**config.mk**
```make
export PLATFORM = sky130hd
export DESIGN_NAME = rbw_reset_boot_watchdog
export DESIGN_NICKNAME = d
export VERILOG_FILES = /design/src/verilog/rbw_pkg.sv /design/src/verilog/rbw_reset_boot_watchdog.sv
export VERILOG_INCLUDE_DIRS = /design/src /design/src/verilog
export SDC_FILE = /design/constraint.sdc
export NUM_CORES = 1
export LEC_CHECK = 0
export BUFFER_PORTS_ARGS = -buffer_cell sky130_fd_sc_hd__buf_4
export CORE_UTILIZATION = 52
export CTS_CLUSTER_SIZE = 10
export DETAILED_ROUTE_END_ITERATION = 6
export GPL_TIMING_DRIVEN = 0
export HOLD_SLACK_MARGIN = 0.05
export MAX_ROUTING_LAYER = met4
export PLACE_DENSITY = 0.82
export SYNTH_ARGS = -nofsm -noshare
export SYNTH_HDL_FRONTEND = slang
export SYNTH_SLANG_ARGS = --single-unit
```
**constraint.sdc**
```tcl
create_clock -name clock -period 2.47 [get_ports clock]
set_input_delay 0.3705 -clock clock [delete_from_list [all_inputs] [get_ports clock]]
set_output_delay 0.3705 -clock clock [all_outputs]
set_load 0.01 [all_outputs]
```
**src/verilog/rbw_map.svh**
```systemverilog
// Constants for the reset, boot and watchdog block.
// Assumes inclusion by bare name from files under verilog/.
`ifndef RBW_MAP_SVH
`define RBW_MAP_SVH
// -----------------------------------------------------------------
// Boot strap codes, wide (three pin) variant
// -----------------------------------------------------------------
`define RBW_W_SPI_SLAVE 3'h0
`define RBW_W_SPI_MASTER 3'h1
`define RBW_W_PARALLEL 3'h2
`define RBW_W_ROM 3'h3
// -----------------------------------------------------------------
// Boot strap codes, narrow (two pin) variant
// -----------------------------------------------------------------
`define RBW_N_SPI_SLAVE 2'h0
`define RBW_N_SPI_MASTER 2'h1
`define RBW_N_ROM 2'h3
// -----------------------------------------------------------------
// Reset timing and reset values
// -----------------------------------------------------------------
`define RBW_PWR_HOLD_CYCLES 8'h10
`define RBW_SYS_HOLD_CYCLES 8'h10
`define RBW_WDOG_RESET_COUNT 32'hffffffff
`endif

```
**src/verilog/rbw_pkg.sv**
```systemverilog
// Types for the reset, boot and watchdog block.
// Assumes no other package; constants live in rbw_map.svh.
package rbw_pkg;
  // Decoded boot source
  typedef enum logic [2:0] {
    BOOT_SPI_SLAVE,
    BOOT_SPI_MASTER,
    BOOT_PARALLEL,
    BOOT_ROM,
    BOOT_RESERVED
  } rbw_boot_t;
  // Reset sequencer phase
  typedef enum logic [1:0] {
    PH_POWER,
    PH_RUN,
    PH_SYSTEM
  } rbw_phase_t;
endpackage : rbw_pkg

```
**src/verilog/rbw_reset_boot_watchdog.sv**
```systemverilog
// Reset sequencer, boot strap decoder and software watchdog.
// Assumes all inputs but reset_n synchronous to clock; the shared reset pin is
// open drain, resolved outside, and reads low while anyone pulls it.
`timescale 1ns/1ps
`include "rbw_map.svh"

// Contract
// - Watchdog is 32-bit down counter
// - Reload restores count, preventing expiry
// - Load while disabled, count after enable
// - Expiry resets core and peripherals
// - Boot from parallel, SPI master, SPI slave
// - Three-pin strap decode, 1xx reserved
// - Two-pin strap decode, 10 reserved
// - Running reset spares PLL, SDRAM, boot
// - Reset pin also requests running reset
module rbw_reset_boot_watchdog #(
  parameter int WDOG_WIDTH = 32
) (
  input wire logic clock,
  input wire logic reset_n,
  input wire logic narrowPackage,
  input wire logic [2:0] boot_select_pins,
  input wire logic [1:0] boot_select_pins_narrow,
  input wire logic reset_out_or_warm_reset_in_in,
  output logic reset_out_or_warm_reset_in_out,
  output logic reset_out_or_warm_reset_in_oe,
  input wire logic wdogLoad,
  input wire logic [WDOG_WIDTH-1:0] wdogLoadValue,
  input wire logic wdogEnableSet,
  input wire logic wdogEnableClear,
  input wire logic wdogReload,
  output logic [WDOG_WIDTH-1:0] wdogCount,
  output logic wdogEnabled,
  output logic wdogExpired,
  output logic coreReset,
  output logic periphReset,
  output logic pllSdramReset,
  output rbw_pkg::rbw_boot_t bootMode,
  output logic bootStart,
  output logic runningResetActive
);

  // -----------------------------------------------------------------
  // Reset release synchroniser
  // -----------------------------------------------------------------
  logic resetMeta;
  logic resetSync;

  // Two stages so the release never lands near a clock edge
  always_ff @(posedge clock or negedge reset_n)
  begin
    if (!reset_n)
    begin
      resetMeta <= 1'b0;
      resetSync <= 1'b0;
    end
    else
    begin
      resetMeta <= 1'b1;
      resetSync <= resetMeta;
    end
  end

  // -----------------------------------------------------------------
  // Strap decoding
  // -----------------------------------------------------------------
  // Used for both variants so reserved codes map the same way
  function automatic rbw_pkg::rbw_boot_t decode_boot(
    input logic narrow,
    input logic [2:0] wide,
    input logic [1:0] thin
  );
    rbw_pkg::rbw_boot_t mode;
    mode = rbw_pkg::BOOT_RESERVED;
    if (narrow)
    begin
      unique case (thin)
        `RBW_N_SPI_SLAVE: mode = rbw_pkg::BOOT_SPI_SLAVE;
        `RBW_N_SPI_MASTER: mode = rbw_pkg::BOOT_SPI_MASTER;
        `RBW_N_ROM: mode = rbw_pkg::BOOT_ROM;
        default: mode = rbw_pkg::BOOT_RESERVED;
      endcase
    end
    else
    begin
      unique case (wide)
        `RBW_W_SPI_SLAVE: mode = rbw_pkg::BOOT_SPI_SLAVE;
        `RBW_W_SPI_MASTER: mode = rbw_pkg::BOOT_SPI_MASTER;
        `RBW_W_PARALLEL: mode = rbw_pkg::BOOT_PARALLEL;
        `RBW_W_ROM: mode = rbw_pkg::BOOT_ROM;
        default: mode = rbw_pkg::BOOT_RESERVED;
      endcase
    end
    return mode;
  endfunction : decode_boot

  // -----------------------------------------------------------------
  // State
  // -----------------------------------------------------------------
  typedef struct packed {
    rbw_pkg::rbw_phase_t phase;
    logic [7:0] hold;
    logic [WDOG_WIDTH-1:0] count;
    logic [WDOG_WIDTH-1:0] start;
    logic enable;
    logic expired;
    logic core;
    logic periph;
    logic pll;
    logic pinDrive;
    logic pinPrev;
    logic warm;
    logic boot;
    rbw_pkg::rbw_boot_t mode;
  } rbw_state_t;

  rbw_state_t state;
  rbw_state_t next_state;
  logic pinLow;

  // Own drive reads back low, so only a foreign pull counts as a request
  assign pinLow = !reset_out_or_warm_reset_in_in && !state.pinDrive;

  // Sequencer and watchdog next state
  always_comb
  begin
    next_state = state;
    next_state.expired = 1'b0;
    next_state.boot = 1'b0;
    next_state.pinPrev = pinLow;
    unique case (state.phase)
      rbw_pkg::PH_POWER:
      begin
        next_state.pll = 1'b0;
        if (state.hold == 8'h00)
        begin
          // Straps caught exactly once, here; held until next power-up
          next_state.mode = decode_boot(narrowPackage, boot_select_pins,
            boot_select_pins_narrow);
          next_state.hold = 8'h01;
        end
        else if (state.hold == `RBW_PWR_HOLD_CYCLES)
        begin
          next_state.phase = rbw_pkg::PH_RUN;
          next_state.core = 1'b0;
          next_state.periph = 1'b0;
          next_state.boot = (state.mode != rbw_pkg::BOOT_ROM);
          next_state.pinDrive = 1'b0; // Free the shared pin for requests
          next_state.hold = 8'h00;
        end
        else
          next_state.hold = state.hold + 8'h01;
      end
      rbw_pkg::PH_RUN:
      begin
        if (wdogLoad && !state.enable)
        begin
          next_state.start = wdogLoadValue;
          next_state.count = wdogLoadValue;
        end
        if (state.enable && state.count == '0)
        begin
          // Expiry outranks any reload arriving in the same cycle
          next_state.expired = 1'b1;
          next_state.enable = 1'b0;
          next_state.phase = rbw_pkg::PH_SYSTEM;
          next_state.core = 1'b1;
          next_state.periph = 1'b1;
          next_state.pinDrive = 1'b1;
          next_state.hold = 8'h00;
        end
        else if (pinLow && !state.pinPrev)
        begin
          next_state.phase = rbw_pkg::PH_SYSTEM;
          next_state.core = 1'b1;
          next_state.periph = 1'b1;
          next_state.warm = 1'b1;
          next_state.enable = 1'b0;
          next_state.hold = 8'h00;
        end
        else
        begin
          if (wdogEnableSet)
            next_state.enable = 1'b1;
          else if (wdogEnableClear)
            next_state.enable = 1'b0;
          if (state.enable && wdogReload)
            next_state.count = state.start;
          else if (state.enable)
            next_state.count = state.count - 1'b1;
        end
      end
      rbw_pkg::PH_SYSTEM:
      begin
        // PLL reset and boot stay untouched in this phase
        if (state.hold == `RBW_SYS_HOLD_CYCLES)
        begin
          next_state.phase = rbw_pkg::PH_RUN;
          next_state.core = 1'b0;
          next_state.periph = 1'b0;
          next_state.pinDrive = 1'b0;
          next_state.warm = 1'b0;
          next_state.hold = 8'h00;
        end
        else
          next_state.hold = state.hold + 8'h01;
      end
    endcase
  end

  // Held in power-up phase until the synchronised release
  always_ff @(posedge clock or negedge reset_n)
  begin
    if (!reset_n)
    begin
      state <= '{phase: rbw_pkg::PH_POWER, hold: 8'h00,
        count: `RBW_WDOG_RESET_COUNT, start: `RBW_WDOG_RESET_COUNT,
        enable: 1'b0, expired: 1'b0, core: 1'b1, periph: 1'b1,
        pll: 1'b1, pinDrive: 1'b1, pinPrev: 1'b0, warm: 1'b0,
        boot: 1'b0, mode: rbw_pkg::BOOT_RESERVED};
    end
    else if (resetSync)
      state <= next_state;
  end

  // -----------------------------------------------------------------
  // Outputs
  // -----------------------------------------------------------------
  assign reset_out_or_warm_reset_in_out = 1'b0;
  assign reset_out_or_warm_reset_in_oe = state.pinDrive;
  assign wdogCount = state.count;
  assign wdogEnabled = state.enable;
  assign wdogExpired = state.expired;
  assign coreReset = state.core;
  assign periphReset = state.periph;
  assign pllSdramReset = state.pll;
  assign bootMode = state.mode;
  assign bootStart = state.boot;
  assign runningResetActive = state.warm;
endmodule : rbw_reset_boot_watchdog
```
==> results.py <==
metrics = {
    "run_status": {
        "status": "finished, violations left",
        "violations": "negative setup slack",
    },
    "clocking": {
        "cts_hold_buf": 0,
        "cts_root_buffer": "clkbuf_8",
        "cts_sinks": 87,
        "tritoncts": "built",
        "cts_max_path_buffers": 2,
        "htreeDepth": 3,
        "numCtsBuffers": 9,
        "path_clk_slew_ns": 0.10,
        "insertion_delay_ns": 0.38,
    },
    "hold_path": {
        "hold_path_class": "primary input to flip-flop",
        "worstHoldStart": "wdogLoadValue[18]",
        "hold_path_end": "state[30]",
        "min_delay_path_depth": 3,
    },
    "power": {
        "power_frac_comb_pct": 45.6,
        "ir_drop_v": 0.000485,
        "swShare_pct": 38.8,
        "power.density_nw_per_um2": 1100,
        "leakage_nw": 3.13,
        "p_seq_share_pct": 39.9,
        "power_switching_mw": 3.00,
        "intPower_mw": 4.74,
        "p_clk_share_pct": 14.5,
        "total_power_mw": 7.75,
    },
    "cells_and_area": {
        "fin_cells": 885,
        "largest_reg_flops": 43,
        "top_register": "state",
        "nets": 798,
        "drive_gt1_share_pct": 40.6,
        "syn2layout_area_growth_pct": 29.8,
        "n_antenna_cell": 0,
    },
    "floorplanning": {
        "start_util_pct": 54.5,
        "die_h_um": 104,
        "core_um2": 9950,
        "die-area_um2": 10800,
        "die_x_um": 104,
        "io-pin-count": 89,
        "row_count": 36,
    },
    "place": {
        "place_congestion": 0.935,
        "place_inst": 847,
        "port_buffers": 86,
        "hpwl_um": 10300,
    },
    "yosys": {
        "yosys_warnings": 0,
        "seq_area_frac_synth_pct": 41.7,
        "syn_avg_cell_area_um2": 8.64,
        "synth_edf_count": 0,
        "ys_ff_latch": 87,
        "synthCells": 628,
        "synthArstFlopShare_pct": 100,
        "synth_most_common_cell": "nand2_1",
        "netlist_area_um2": 5420,
        "synth_area_leader_cell": "dfstp_2",
        "synth_area_leaders": "dfstp_2 33%, nand2_1 9.8%, dfrtp_1 8.8%",
        "synth_common_cells": "142 x nand2_1, 68 x dfstp_2, 38 x buf_4",
        "ys.flop_type": "dfstp_2",
        "synth_nets": 679,
        "ys_types": 70,
        "synth_top_area_share_pct": 32.9,
    },
    "sta": {
        "rsz0062_at_grt": "yes",
        "slew_violations": 0,
        "finalSetupViolCount": 27,
        "slew_headroom_pct": 27.1,
        "setup_ws_ns": -0.106,
        "hold_ws_ns": 0.203,
        "timing_hold_violations_final": 0,
        "worst_pin_slew_ns": 1.09,
        "fmax_mhz": 388,
        "fin_skew_ns": 0.0178,
        "fin_crit_sh_pct": 104,
        "min_period_ns": 2.58,
    },
    "global_route": {
        "grt_usage_pct": 28.7,
        "grt_start_max_net_pins": 88,
        "antenna_found_initial": 0,
        "grt_pass1_vias": 5026,
        "overflow": 0,
        "grt_pass1_wl_um": 24300,
    },
    "worst_setup_path": {
        "rrSetupSlack_ns": -0.11,
        "setup.worst_path.end_class": "flip-flop",
        "crit_fanout": 5,
        "crit_type": "flip-flop to flip-flop",
        "rr_startpoint": "wdogCount[24]",
        "r2r-end": "state[84]",
        "arrival_ns": 2.84,
        "start_kind": "flip-flop",
        "cp.required_ns": 2.74,
        "ff2ff_path_depth": 7,
    },
    "detailed_routing": {
        "wl_per_cell_um": 18.4,
        "vias": 5281,
        "drt_wl_total_um": 16200,
        "dr.first_iter.drc_count": 474,
        "ant_nets": 0,
        "drcViolationCount": 0,
        "drt_pre_antenna_iters": 5,
        "vias_per_cell": 5.97,
    },
    "flow_run": {
        "drv_cap": 0,
    },
}
## power groups by stage
| stage | clock [mW] | sequential, mW | combinational, mW |
|---|---|---|---|
| after global routing | 1.18 | 3.17 | 3.83 |
| after CTS | 1.14 | 3.04 | 3.18 |
| final | 1.13 | 3.09 | 3.53 |
| after detailed placement | 0 | 3.04 | 3.06 |
| after floorplan | 0 | 2.84 | 2.16 |
| after global placement | 0 | 2.99 | 2.95 |
## stage by stage
| step | worst slack, ns | util, % | instance area, um2 | TNS (ns) |
|---|---|---|---|---|
| after floorplan | 0.0138 | - | 5430 | 0 |
| after global placement | -0.493 | 62.7 | 6240 | -12.52 |
| after detailed placement | -0.573 | 62.7 | 6240 | -15.44 |
| after CTS | -0.0505 | 66.6 | 6630 | -0.138 |
| after global routing | -0.142 | 70.7 | 7040 | -2.85 |
| final | -0.106 | 70.7 | 7040 | -0.911 |
## cell usage in the layout (no fill, tap or decap), types with 4 or more instances in the layout
master and instances:
buf_4 143, nor3_4 4, nor3_2 5, nor4_1 4, xor2_1 11, nor2_1 33, a31oi_1 7, nand2_1 142
or3_1 7, nor2b_1 6, or4_4 6, nor4_4 8, ha_1 5, clkbuf_8 10, clkbuf_2 5, o22ai_1 8
and2_1 6, a21oi_1 25, o21ai_0 25, o211ai_1 7, nor3_1 5, nand3_1 15, o21ai_1 8, nand2b_1 7
dfstp_2 68, xnor2_1 10, mux2i_1 17, inv_1 8, o31ai_1 6, dfrtp_1 19, buf_6 4, or2_2 5
a22oi_2 6, clkbuf_1 19, and3_1 5
## timing repair
action                                  4_1_cts  5_1_grt
setup buffers                                 4       17
hold endpoints to repair                      0        0
gates cloned                                  0        4
pin swaps                                     7       40
endpoints found under the setup margin       50       72
gates resized for setup                      34       61
## critical path, stage by stage, from the launching register on
cell      delay [ns]
dfstp_2         0.42
or4_1           0.68
nor4_4          0.40
and3_4          0.25
buf_8           0.14
o21ai_4         0.09
a2111o_1        0.33
and2_1          0.14
## area by class of cell
class                   count  area (um2)
plain buffers              67         462
repair buffers            111         877
inverters                  10        37.5
flip-flops and latches     87        2260
clock inverters             5        81.3
fillers                   736        2920
well taps                 133         166
clock buffers              11         141
multi-input cells         461        3010
## metal layers
layer	up-vias	part of all wire, %	routed length (um)	global-route usage (%)
met2	298	50	8110	45.4
met4	0	2.6	430	14.3
li1	2410	-	-	-
met3	42	7.8	1270	4.32
met5	-	0	0	-
met1	2531	40	6430	36.0
## worst max-delay path by stage
stage | from | depth (start not counted) | endpoint
after CTS | wdogCount[0] | 9 | state[84]
final | wdogCount[24] | 7 | state[84]
after global placement | wdogLoad | 9 | state[32]
after detailed placement | wdogCount[11] | 9 | wdogCount[24]
after floorplan | wdogCount[0] | 7 | wdogCount[16]
after global routing | wdogCount[24] | 7 | state[84]
## kinds of logic after synthesis
logic type	Yosys count	synth area share (%)
compound gates	137	16.6
xor+xnor	21	3.39
fa+ha+maj	6	1.38
buf+inv	80	8.35
flops	87	41.7
mux	19	3.55
other cells	2	0.138
simple gates	276	24.8
No activity file was read; power rests on OpenSTA's default activity.
